[src/pkg/bfcu_pkg.sv]
// Contract
// - opcode bits 11..8, operand bits 2..0
// - 0010/0011 save read/write into reread/rewrite
// - 0100/0101 restore read/write from saved pointers
// - 1000/1001 increment secondary read/write pointer
// - reset 001 reverse, 011 both, 000/101/110 nop
// - reset 010 clears forward pointers only
// - reset 100 clears dma request logic only
// - reset 111 clears pointers, dma, config
// - hardware reset also clears format, direction
// - opcode 0001 selects configuration register
// - opcode 0110 sets dma direction, peripheral only
// - registers 0-3 hold 10-bit offsets, reset zero
// - register 4 routes flags, default 6420
// - control bit 0 selects strobe style
// - control bits 2,3 redefine full/empty
// - bits 4,5 request/acknowledge polarity
// - dma clock from external, bit 9 divides
// - bit 8 strobe width one or two
// - bits 6,7 request-to-acknowledge delay 2-5
// - bit 10 selects secondary port mode
// - bit 10 high means peripheral mode
// - register 7 sets pin directions
// - register 6 drives outputs, reads inputs
// - status read returns flags and direction
package bfcu_pkg;
    localparam int PTR_W = 10;
    localparam logic [3:0] OP_RESET = 4'h0;
    localparam logic [3:0] OP_SEL_CFG = 4'h1;
    localparam logic [3:0] OP_SAVE_RD = 4'h2;
    localparam logic [3:0] OP_SAVE_WR = 4'h3;
    localparam logic [3:0] OP_LOAD_RD = 4'h4;
    localparam logic [3:0] OP_LOAD_WR = 4'h5;
    localparam logic [3:0] OP_DMA_DIR = 4'h6;
    localparam logic [3:0] OP_INC_RD = 4'h8;
    localparam logic [3:0] OP_INC_WR = 4'h9;
    localparam logic [2:0] RST_REV = 3'h1;
    localparam logic [2:0] RST_FWD = 3'h2;
    localparam logic [2:0] RST_BOTH = 3'h3;
    localparam logic [2:0] RST_DMA = 3'h4;
    localparam logic [2:0] RST_ALL = 3'h7;
    localparam int OPC_LSB = 8;
    localparam logic [15:0] CFG4_RESET = 16'h6420;
    localparam logic [15:0] CFG_RESET = 16'h0000;
    localparam int GC_STROBE = 0;
    localparam int GC_FULL_DEF = 2;
    localparam int GC_EMPTY_DEF = 3;
    localparam int GC_REQ_POL = 4;
    localparam int GC_ACK_POL = 5;
    localparam int GC_DLY_LSB = 6;
    localparam int GC_STB_LEN = 8;
    localparam int GC_CLK_DIV = 9;
    localparam int GC_PERIPH = 10;
    localparam logic [2:0] DLY_BASE = 3'h2;
    localparam int ST_DIR = 3;
    localparam int PIO_N = 6;
    typedef enum logic [1:0] {
        DMA_IDLE = 2'b00,
        DMA_WAIT = 2'b01,
        DMA_STROBE = 2'b10
    } bfcu_dma_t;
endpackage

[src/design/bfcu_sync.sv]
`timescale 1ns/1ps
// three-stage synchroniser, change accepted when stages two and three agree
module bfcu_sync (
    input wire logic clk_i,
    input wire logic rst_n_i,
    input wire logic d_i,
    output logic q_o
);
    logic s1_r;
    logic s2_r;
    logic s3_r;
    // shift chain
    always_ff @(posedge clk_i) begin
        if (!rst_n_i) begin
            s1_r <= 1'b0;
            s2_r <= 1'b0;
            s3_r <= 1'b0;
        end else begin
            s1_r <= d_i;
            s2_r <= s1_r;
            s3_r <= s2_r;
        end
    end
    // accepted level
    always_ff @(posedge clk_i) begin
        if (!rst_n_i) begin
            q_o <= 1'b0;
        end else if (s2_r == s3_r) begin
            q_o <= s3_r;
        end
    end
endmodule

[src/design/bfcu_ptr.sv]
`timescale 1ns/1ps
// one fifo's pointer set: primary pointer plus its saved replay copy
module bfcu_ptr (
    input wire logic clk_i,
    input wire logic rst_n_i,
    input wire logic clr_i,
    input wire logic save_i,
    input wire logic load_i,
    input wire logic inc_i,
    output logic [bfcu_pkg::PTR_W-1:0] ptr_o,
    output logic [bfcu_pkg::PTR_W-1:0] saved_o
);
    // pointer and saved copy update
    always_ff @(posedge clk_i) begin
        if (!rst_n_i || clr_i) begin
            ptr_o <= '0;
            saved_o <= '0;
        end else begin
            if (save_i) begin
                saved_o <= ptr_o;
            end
            if (load_i) begin
                ptr_o <= saved_o;
            end else if (inc_i) begin
                ptr_o <= ptr_o + 1'b1;
            end
        end
    end
endmodule

[src/design/bfcu_top.sv]
`timescale 1ns/1ps
// command decoder and configuration bank of a dual-direction fifo
module bfcu_top (
    input wire logic REF_CLK_I,
    input wire logic RST_N_I,
    input wire logic PRIMARY_CHIP_SELECT_N_I,
    input wire logic PRIMARY_ADDR_HI_I,
    input wire logic PRIMARY_ADDR_LO_I,
    input wire logic PRIMARY_RD_WR_N_I,
    input wire logic PRIMARY_DATA_STROBE_N_I,
    input wire logic [15:0] PRIMARY_DATA_I,
    output logic [15:0] PRIMARY_DATA_O,
    output logic PRIMARY_DATA_OE_O,
    input wire logic [7:0] INTERNAL_FLAGS_I,
    output logic [3:0] EXTERNAL_FLAG_PINS_O,
    input wire logic [5:0] PROG_IO_PIN_I,
    output logic [5:0] PROG_IO_PIN_O,
    output logic [5:0] PROG_IO_PIN_OE_O,
    input wire logic DMA_CLK_I,
    input wire logic DMA_XFER_I,
    output logic DMA_REQ_O,
    input wire logic DMA_ACK_I,
    output logic DMA_ACK_O,
    output logic SECONDARY_READ_STROBE_N_O,
    output logic SECONDARY_WRITE_STROBE_N_O,
    output logic SECONDARY_DATA_STROBE_N_O,
    output logic SECONDARY_DIR_LINE_O,
    output logic SECONDARY_STROBE_OE_O,
    output logic FULL_USES_REREAD_O,
    output logic EMPTY_USES_REWRITE_O,
    output logic [9:0] FWD_ALMOST_EMPTY_O,
    output logic [9:0] FWD_ALMOST_FULL_O,
    output logic [9:0] REV_ALMOST_EMPTY_O,
    output logic [9:0] REV_ALMOST_FULL_O,
    output logic STATUS_FORMAT_O,
    output logic [9:0] FWD_READ_PTR_O,
    output logic [9:0] FWD_WRITE_PTR_O,
    output logic [9:0] FWD_REREAD_PTR_O,
    output logic [9:0] REV_READ_PTR_O,
    output logic [9:0] REV_WRITE_PTR_O,
    output logic [9:0] REV_REWRITE_PTR_O
);
    logic cs_n_s;
    logic a1_s;
    logic a0_s;
    logic rw_s;
    logic ds_n_s;
    logic clk_ext_s;
    logic xfer_s;
    logic ack_in_s;
    logic ds_n_d_r;
    logic [15:0] data_r;
    logic [15:0] data_d_r;
    logic [15:0] cfg_r [8];
    logic [2:0] cfg_sel_r;
    logic dma_dir_r;
    logic fmt_r;
    logic [3:0] opc;
    logic [2:0] opr;
    logic access;
    logic cmd_wr;
    logic cfg_wr;
    logic clr_fwd;
    logic clr_rev;
    logic clr_dma;
    logic clr_cfg;
    logic [15:0] gc;
    logic [15:0] pio_rd;
    logic [bfcu_pkg::PIO_N-1:0] pin_s;
    logic clk_ext_d_r;
    logic div_r;
    logic dma_tick;
    bfcu_pkg::bfcu_dma_t dma_st_r;
    logic [2:0] dma_cnt_r;
    logic dma_stb_r;
    logic [2:0] dly_clks;

    // primary port control and external dma pins are asynchronous
    bfcu_sync u_sync_cs (.clk_i(REF_CLK_I), .rst_n_i(RST_N_I), .d_i(PRIMARY_CHIP_SELECT_N_I), .q_o(cs_n_s));
    bfcu_sync u_sync_a1 (.clk_i(REF_CLK_I), .rst_n_i(RST_N_I), .d_i(PRIMARY_ADDR_HI_I), .q_o(a1_s));
    bfcu_sync u_sync_a0 (.clk_i(REF_CLK_I), .rst_n_i(RST_N_I), .d_i(PRIMARY_ADDR_LO_I), .q_o(a0_s));
    bfcu_sync u_sync_rw (.clk_i(REF_CLK_I), .rst_n_i(RST_N_I), .d_i(PRIMARY_RD_WR_N_I), .q_o(rw_s));
    bfcu_sync u_sync_ds (.clk_i(REF_CLK_I), .rst_n_i(RST_N_I), .d_i(PRIMARY_DATA_STROBE_N_I), .q_o(ds_n_s));
    bfcu_sync u_sync_ck (.clk_i(REF_CLK_I), .rst_n_i(RST_N_I), .d_i(DMA_CLK_I), .q_o(clk_ext_s));
    bfcu_sync u_sync_xf (.clk_i(REF_CLK_I), .rst_n_i(RST_N_I), .d_i(DMA_XFER_I), .q_o(xfer_s));
    bfcu_sync u_sync_ak (.clk_i(REF_CLK_I), .rst_n_i(RST_N_I), .d_i(DMA_ACK_I), .q_o(ack_in_s));
    // io pins are asynchronous as well, one synchroniser per pin
    for (genvar g = 0; g < bfcu_pkg::PIO_N; g++) begin : g_pin_sync
        bfcu_sync u_sync_pin (.clk_i(REF_CLK_I), .rst_n_i(RST_N_I), .d_i(PROG_IO_PIN_I[g]), .q_o(pin_s[g]));
    end

    // data bus is registered two deep, shallower than the strobe path
    always_ff @(posedge REF_CLK_I) begin
        if (!RST_N_I) begin
            data_d_r <= 16'h0000;
            data_r <= 16'h0000;
            ds_n_d_r <= 1'b0; // no false strobe fall while the synchronisers refill
        end else begin
            data_d_r <= PRIMARY_DATA_I;
            data_r <= data_d_r;
            ds_n_d_r <= ds_n_s;
        end
    end

    // strobe falling edge marks one access
    assign access = ds_n_d_r && !ds_n_s && !cs_n_s;
    assign cmd_wr = access && a1_s && a0_s && !rw_s;
    assign cfg_wr = access && a1_s && !a0_s && !rw_s;
    assign opc = data_r[bfcu_pkg::OPC_LSB +: 4];
    assign opr = data_r[2:0];
    assign gc = cfg_r[5];

    // software reset decode
    assign clr_rev = cmd_wr && opc == bfcu_pkg::OP_RESET
        && (opr == bfcu_pkg::RST_REV || opr == bfcu_pkg::RST_BOTH || opr == bfcu_pkg::RST_ALL);
    assign clr_fwd = cmd_wr && opc == bfcu_pkg::OP_RESET
        && (opr == bfcu_pkg::RST_FWD || opr == bfcu_pkg::RST_BOTH || opr == bfcu_pkg::RST_ALL);
    assign clr_dma = cmd_wr && opc == bfcu_pkg::OP_RESET
        && (opr == bfcu_pkg::RST_DMA || opr == bfcu_pkg::RST_ALL);
    assign clr_cfg = cmd_wr && opc == bfcu_pkg::OP_RESET && opr == bfcu_pkg::RST_ALL;

    // forward fifo: secondary side reads, reread copy
    bfcu_ptr u_fwd_rd (
        .clk_i(REF_CLK_I), .rst_n_i(RST_N_I), .clr_i(clr_fwd),
        .save_i(cmd_wr && opc == bfcu_pkg::OP_SAVE_RD),
        .load_i(cmd_wr && opc == bfcu_pkg::OP_LOAD_RD),
        .inc_i(cmd_wr && opc == bfcu_pkg::OP_INC_RD),
        .ptr_o(FWD_READ_PTR_O), .saved_o(FWD_REREAD_PTR_O)
    );
    bfcu_ptr u_fwd_wr (
        .clk_i(REF_CLK_I), .rst_n_i(RST_N_I), .clr_i(clr_fwd),
        .save_i(1'b0), .load_i(1'b0), .inc_i(1'b0),
        .ptr_o(FWD_WRITE_PTR_O), .saved_o()
    );
    // reverse fifo: secondary side writes, rewrite copy
    bfcu_ptr u_rev_wr (
        .clk_i(REF_CLK_I), .rst_n_i(RST_N_I), .clr_i(clr_rev),
        .save_i(cmd_wr && opc == bfcu_pkg::OP_SAVE_WR),
        .load_i(cmd_wr && opc == bfcu_pkg::OP_LOAD_WR),
        .inc_i(cmd_wr && opc == bfcu_pkg::OP_INC_WR),
        .ptr_o(REV_WRITE_PTR_O), .saved_o(REV_REWRITE_PTR_O)
    );
    bfcu_ptr u_rev_rd (
        .clk_i(REF_CLK_I), .rst_n_i(RST_N_I), .clr_i(clr_rev),
        .save_i(1'b0), .load_i(1'b0), .inc_i(1'b0),
        .ptr_o(REV_READ_PTR_O), .saved_o()
    );

    // configuration select; reserved opcodes fall through untouched
    always_ff @(posedge REF_CLK_I) begin
        if (!RST_N_I) begin
            cfg_sel_r <= 3'h0;
        end else if (cmd_wr && opc == bfcu_pkg::OP_SEL_CFG) begin
            cfg_sel_r <= opr;
        end
    end

    // dma direction and status format: hardware reset only
    always_ff @(posedge REF_CLK_I) begin
        if (!RST_N_I) begin
            dma_dir_r <= 1'b0;
            fmt_r <= 1'b0;
        end else if (cmd_wr && opc == bfcu_pkg::OP_DMA_DIR && gc[bfcu_pkg::GC_PERIPH]) begin
            dma_dir_r <= opr[0];
        end
    end

    // configuration bank write and defaults
    always_ff @(posedge REF_CLK_I) begin
        if (!RST_N_I || clr_cfg) begin
            for (int i = 0; i < 8; i++) begin
                cfg_r[i] <= (i == 4) ? bfcu_pkg::CFG4_RESET : bfcu_pkg::CFG_RESET;
            end
        end else if (cfg_wr) begin
            cfg_r[cfg_sel_r] <= data_r;
        end
    end

    // almost offsets are ten bits wide
    assign FWD_ALMOST_EMPTY_O = cfg_r[0][9:0];
    assign FWD_ALMOST_FULL_O = cfg_r[1][9:0];
    assign REV_ALMOST_EMPTY_O = cfg_r[2][9:0];
    assign REV_ALMOST_FULL_O = cfg_r[3][9:0];
    assign FULL_USES_REREAD_O = gc[bfcu_pkg::GC_FULL_DEF];
    assign EMPTY_USES_REWRITE_O = gc[bfcu_pkg::GC_EMPTY_DEF];
    assign STATUS_FORMAT_O = fmt_r;

    // flag pin routing: low three code bits pick the internal flag
    always_comb begin
        for (int p = 0; p < 4; p++) begin
            EXTERNAL_FLAG_PINS_O[p] = INTERNAL_FLAGS_I[cfg_r[4][4*p +: 3]];
        end
    end

    // programmable io pins
    assign PROG_IO_PIN_OE_O = cfg_r[7][5:0];
    assign PROG_IO_PIN_O = cfg_r[6][5:0];
    always_comb begin
        pio_rd = cfg_r[6];
        for (int k = 0; k < bfcu_pkg::PIO_N; k++) begin
            if (!cfg_r[7][k]) begin
                pio_rd[k] = pin_s[k];
            end
        end
    end

    // read data register for configuration and status reads
    always_ff @(posedge REF_CLK_I) begin
        if (!RST_N_I) begin
            PRIMARY_DATA_O <= 16'h0000;
        end else if (!cs_n_s && rw_s && a1_s) begin
            if (a0_s) begin
                PRIMARY_DATA_O <= {INTERNAL_FLAGS_I[5], INTERNAL_FLAGS_I[4], INTERNAL_FLAGS_I[3],
                    INTERNAL_FLAGS_I[2], 4'h0, INTERNAL_FLAGS_I[7], INTERNAL_FLAGS_I[6],
                    INTERNAL_FLAGS_I[1], INTERNAL_FLAGS_I[0], dma_dir_r, 3'h0};
            end else if (cfg_sel_r == 3'h6) begin
                PRIMARY_DATA_O <= pio_rd;
            end else begin
                PRIMARY_DATA_O <= cfg_r[cfg_sel_r];
            end
        end
    end
    assign PRIMARY_DATA_OE_O = !cs_n_s && rw_s && a1_s && !ds_n_s;

    // internal dma clock tick from the external clock, optionally halved
    always_ff @(posedge REF_CLK_I) begin
        if (!RST_N_I) begin
            clk_ext_d_r <= 1'b0;
            div_r <= 1'b0;
        end else begin
            clk_ext_d_r <= clk_ext_s;
            if (clk_ext_s && !clk_ext_d_r) begin
                div_r <= !div_r;
            end
        end
    end
    assign dma_tick = clk_ext_s && !clk_ext_d_r && (!gc[bfcu_pkg::GC_CLK_DIV] || div_r);
    assign dly_clks = bfcu_pkg::DLY_BASE + {1'b0, gc[bfcu_pkg::GC_DLY_LSB +: 2]};

    // dma request sequencer, active only in peripheral mode
    always_ff @(posedge REF_CLK_I) begin
        if (!RST_N_I || clr_dma || !gc[bfcu_pkg::GC_PERIPH]) begin
            dma_st_r <= bfcu_pkg::DMA_IDLE;
            dma_cnt_r <= 3'h0;
            dma_stb_r <= 1'b0;
        end else if (dma_tick) begin
            case (dma_st_r)
                bfcu_pkg::DMA_IDLE: begin
                    if (xfer_s) begin
                        dma_st_r <= bfcu_pkg::DMA_WAIT;
                        dma_cnt_r <= 3'h0;
                    end
                end
                bfcu_pkg::DMA_WAIT: begin
                    if (dma_cnt_r >= dly_clks && ack_in_s) begin // ack shown before the strobe
                        dma_st_r <= bfcu_pkg::DMA_STROBE;
                        dma_cnt_r <= 3'h0;
                        dma_stb_r <= 1'b1;
                    end else if (dma_cnt_r < dly_clks) begin
                        dma_cnt_r <= dma_cnt_r + 3'h1;
                    end
                end
                bfcu_pkg::DMA_STROBE: begin
                    if (dma_cnt_r >= {2'b00, gc[bfcu_pkg::GC_STB_LEN]}) begin
                        dma_st_r <= bfcu_pkg::DMA_IDLE;
                        dma_stb_r <= 1'b0;
                        dma_cnt_r <= 3'h0;
                    end else begin
                        dma_cnt_r <= dma_cnt_r + 3'h1;
                    end
                end
                default: begin
                    dma_st_r <= bfcu_pkg::DMA_IDLE;
                end
            endcase
        end
    end

    // request and acknowledge with programmable polarity
    assign DMA_REQ_O = (dma_st_r != bfcu_pkg::DMA_IDLE && gc[bfcu_pkg::GC_PERIPH]) ^ gc[bfcu_pkg::GC_REQ_POL];
    assign DMA_ACK_O = (dma_st_r == bfcu_pkg::DMA_WAIT && dma_cnt_r >= dly_clks) ^ gc[bfcu_pkg::GC_ACK_POL];
    // secondary strobes in the selected style
    assign SECONDARY_STROBE_OE_O = gc[bfcu_pkg::GC_PERIPH];
    assign SECONDARY_READ_STROBE_N_O = !(dma_stb_r && !gc[bfcu_pkg::GC_STROBE] && dma_dir_r);
    assign SECONDARY_WRITE_STROBE_N_O = !(dma_stb_r && !gc[bfcu_pkg::GC_STROBE] && !dma_dir_r);
    assign SECONDARY_DATA_STROBE_N_O = !(dma_stb_r && gc[bfcu_pkg::GC_STROBE]);
    assign SECONDARY_DIR_LINE_O = dma_dir_r;
endmodule

[config.mk]
export PLATFORM = sky130hd
export DESIGN_NAME = bfcu_top
export DESIGN_NICKNAME = d
export VERILOG_FILES = /design/src/pkg/bfcu_pkg.sv /design/src/design/bfcu_sync.sv /design/src/design/bfcu_ptr.sv /design/src/design/bfcu_top.sv
export SDC_FILE = /design/constraint.sdc
export NUM_CORES = 1
export LEC_CHECK = 0
export BUFFER_PORTS_ARGS = -buffer_cell sky130_fd_sc_hd__buf_4
export CORE_MARGIN = 10
export CORE_UTILIZATION = 35
export CTS_BUF_LIST = sky130_fd_sc_hd__clkbuf_4 sky130_fd_sc_hd__clkbuf_8 sky130_fd_sc_hd__clkbuf_16
export DETAILED_ROUTE_END_ITERATION = 16
export GPL_TIMING_DRIVEN = 0
export PLACE_DENSITY = 0.64
export SYNTH_ARGS = -nofsm -noshare
export SYNTH_HDL_FRONTEND = slang
export SYNTH_HIERARCHICAL = 1
export SYNTH_SLANG_ARGS = --single-unit
[constraint.sdc]
create_clock -name REF_CLK_I -period 2.6 [get_ports REF_CLK_I]
set_input_delay 0.13 -clock REF_CLK_I [delete_from_list [all_inputs] [get_ports REF_CLK_I]]
set_output_delay 0.13 -clock REF_CLK_I [all_outputs]
set_load 0.01 [all_outputs]
==> results <==
- In the final layout, the share of cells above drive strength 1 is 0.257.
- The number of diodes added for antenna fixing is 0.
- The number of nets in the layout is between 1500 and 2000.
- Power spread over the standard cell area amounts to approximately 640 nW/um^2.
- The startpoint identified for the worst hold timing path is INTERNAL_FLAGS_I[5].
- The final hold violation count is 0.
- The number of enable flip-flop cells after synthesis is between 100 and 150.
- After clock tree synthesis, the clock-pin slew on the worst setup and hold paths is roughly 0.060 ns.
- The final weighted congestion in routability-driven placement is roughly 0.9.
- Setup violations remaining at the end of the flow were counted as 0.
- The flow ran to the end, and the final reports show no timing, DRC or antenna violations.
- The required time of the critical path is around 2.8 ns.
- The cell area after synthesis is ~14000 um^2.
- The routed design has about 41 mm of wire.
- The clock arrives with roughly 0.02 ns of skew.
- STA classifies the critical path startpoint as a register.
- The register area share after synthesis is 0.554.
- Measured along the y axis, the die boundary spans ~220 um.
- The clock latency on the worst-skew pair is 0.55 ns.
- In this run, CTS created clock tree buffers numbering 38.
- The shortest period the worst path allows is approximately 2.5 ns.
- The sequential cell fraction of total power is 0.487.
- Port buffering added ~180 buffers.
- Adding up every negative setup slack in the final design gives 0 ns.
- Internal power comes to 0.00886 W.
- The number of clock sinks is 328.
- The count of state elements after synthesis is around 330.
- The post-layout instance area is roughly 18000 um^2.
- Along the worst path, the maximum fanout reaches 16.
- The top flip-flop cell by instance count after synthesis is dfxtp_1.
- The first-pass GRT wire length is approximately 63 mm.
- The die covers around 49000 um^2.
- The slack of the critical path is ~0.073 ns.
- The worst IR drop on VDD is ~0.43 mV.
- The total power consumption of the routed design is roughly 0.011 W.
- The timing-limited maximum frequency is between 300 and 400 MHz.
- The die extent in x is around 220 um.
- The top-level port count is 183.
- Once placement finished, the instance area stood at roughly 16000 um^2.
- The first TritonRoute pass finished after 5 iterations.
- The via count of the first global-routing pass is 10834.
- The overall overflow remaining after global route is 0.
- The per-cell routed wire length is about 20 um.
- In this run the mean area of a mapped cell was about 11 um^2.
- The tool flagged a number of max-cap violations equal to 0.
- The cell count after synthesis is 1288.
- Of the total power, the clock network draws 0.460.
- The starting density of the core is 0.355.
- Compared with the post-synthesis result, the final layout area differs by 25.9%.
- The largest buffer count on any clock path is 3.
- The most critical setup path has its startpoint at u_sync_cs/q_o.
- The total number of H-tree levels is 2.
- The worst relative slew slack is 0.368.
- The worst setup path category is register to register.
- The final-report max-slew violation count is 0.
- For this run, design rule violations remaining after detail routing come to 0.
- The reg-to-reg critical path startpoint is u_sync_cs/q_o.
- Across every metal layer, demand over resource in global routing totals 0.163.
- After synthesis, the netlist uses 56 different library cells.
- The worst-margin pin slew is roughly 0.94 ns.
- The core region is ~40000 um^2.
- The via total after detailed routing is 10787.
- The switching power of the nets is 0.00260 W.
- Of all flip-flops after synthesis, the portion carrying an async set or reset was 0.
- By area the synthesized netlist is led by dfxtp_1 (28%), edfxtp_1 (27%), mux4_2 (6.4%).
- The number of synthesis warnings is 6.
- The library cell occupying the most area in the post-synthesis netlist is dfxtp_1.
- The final-layout worst hold slack is between 0.05 and 0.06 ns.
- The critical path capture point type is a register.
- The type of the worst min-delay path is primary input to register.
- The buffer type at the clock tree root is clkbuf_16.
- Before CTS, the worst setup slack after placement is -0.683 ns.
- In the finished design, the share of the clock period the worst path needs comes to 0.972.
- The net switching fraction of the power is 0.227.
- The via-per-instance ratio is about 5.1.
- Setup repair after global routing could not meet its margin everywhere.
- The arrival time of the worst setup path is 2.70 ns.
- The number of antenna violations at the first check in global routing is 0.
- Entering global routing, the biggest net connects between 60 and 70 pins.
- After legalization and detailed placement, the total HPWL measured approximately 30 mm.
- The number of design-rule violations left by the first detailed-router iteration is between 800 and 900.
- The setup check on the worst reg-to-reg path leaves a slack of about 0.073 ns.
- In this run the remaining antenna-violating nets after routing total 0.
- The part of the power in combinational logic is 0.053.
- In this run the core area contains 73 standard-cell rows.
- Of the post-synthesis cell area, the dominant cell type holds 0.283.
- TritonCTS built the clock tree.
- The analysis attributes to cell leakage a power of about 6.7 nW.
## per-stage QoR
step | instances | util
2_1_floorplan | 1296 | -
3_3_place_gp | 2002 | 0.406
3_5_place_dp | 2002 | 0.406
4_1_cts | 2099 | 0.446
5_1_grt | 2098 | 0.446
6_report | 2098 | 0.446
## path summary, 6_finish.rpt
check	to	cells after the start
worst min register to register	g_pin_sync[5].u_sync_pin/s2_r	1
worst max-delay path	cfg_r[7][5]	5
worst max register to register	cfg_r[7][5]	5
worst min-delay path	PRIMARY_DATA_O[15]	4
## cells in the mapped netlist, types with 14 or more instances
cell	n
dfxtp_1	200
nor2_1	191
edfxtp_1	128
nand2_1	90
mux2i_1	76
and2_1	65
o21ai_0	62
buf_4	53
clkbuf_1	40
mux4_2	40
a31oi_1	27
nand3_1	21
nor2b_1	21
a21oi_1	20
nand4_1	15
o21ai_1	15
a21boi_1	14
and2_2	14
buf_2	14
or4_1	14
## layer usage
layer | share of wire | GRT usage | up-vias
met5 | 0 | 0 | -
met4 | 0.034 | 0.0663 | 0
met3 | 0.10 | 0.0488 | 78
met2 | 0.45 | 0.253 | 500
met1 | 0.41 | 0.207 | 5156
li1 | - | - | 5053
## power by group through the flow
| stage | Sequential (W) | Clock, W | Combinational, W |
|---|---|---|---|
| floorplan | 0.00565 | 0 | 0.000309 |
| global placement | 0.00568 | 0 | 0.000553 |
| detailed placement | 0.00569 | 0 | 0.000560 |
| CTS | 0.00558 | 0.00537 | 0.000608 |
| global route | 0.00560 | 0.00557 | 0.000658 |
| finish | 0.00558 | 0.00527 | 0.000607 |
## cells by family (layout without fill, tap and decap cells)
family / Yosys count / count (layout) / share of synthesized area
other: 1 / 9 / 0.000265
buffers and inverters: 133 / 410 / 0.0512
flip-flops: 328 / 328 / 0.554
XOR/XNOR: 16 / 16 / 0.00990
multiplexers: 120 / 120 / 0.121
AO/OA/AOI/OAI: 186 / 186 / 0.0808
AND/OR/NAND/NOR: 492 / 492 / 0.172
adder cells (fa/ha/maj): 12 / 12 / 0.0106
## registers in the layout, summed over array words and instances (netlist names), 2 cells and up, named ones only
signal / count
g_pin_sync.u_sync_pin/s1_r: 6
g_pin_sync.u_sync_pin/s2_r: 6
data_d_r: 16
u_rev_rd/saved_o: 10
u_fwd_rd/ptr_o: 10
u_rev_wr/saved_o: 10
u_fwd_rd/saved_o: 10
cfg_sel_r: 3
g_pin_sync.u_sync_pin/q_o: 6
u_rev_wr/ptr_o: 10
PRIMARY_DATA_O: 16
u_fwd_wr/saved_o: 10
g_pin_sync.u_sync_pin/s3_r: 6
data_r: 16
dma_st_r: 2
u_fwd_wr/ptr_o: 10
dma_cnt_r: 3
cfg_r: 128
u_rev_rd/ptr_o: 10
## layout by cell type, fill, tap and decap left out, types with 12 or more instances in the layout
cell type      instances
or3_1                 12
clkbuf_1              35
nand4_1               15
clkbuf_16             38
ha_1                  12
clkbuf_2              12
a21boi_1              14
xor2_1                13
nand3_1               21
nor2_1               191
buf_2                 15
o21ai_1               14
or4_1                 14
inv_1                 12
dfxtp_1              199
and2_2                14
mux2i_1               76
and2_1                65
nor2b_1               21
mux4_2                40
edfxtp_1             128
o31ai_1               13
buf_4                234
a21oi_1               20
o21ai_0               62
dlygate4sd3_1         31
a31oi_1               27
nand2_1               90
## what timing repair did
action,CTS,global route
buffers inserted,0,0
resized for setup,15,8
hold buffers,31,0
cloned,0,0
pin swaps,0,0
hold endpoints to repair,31,0
setup endpoints to repair,195,210
## critical path: stages, from the launching register on
cell and delay (ns):
dfxtp_1 0.33, nand4bb_4 0.28, or4_1 0.48, buf_2 0.19, o21ai_2 0.40, a41o_2 0.50
## cell type report
type | instances | area, um^2
plain buffers | 117 | 672
clock buffers | 47 | 1040
clock inverters | 22 | 196
fillers | 3694 | 22100
inverters | 12 | 45.0
multi-input cells | 835 | 5690
flip-flops and latches | 328 | 7850
well taps | 525 | 657
repair buffers | 212 | 1670
Note: power is estimated with default switching activity, not from simulation.
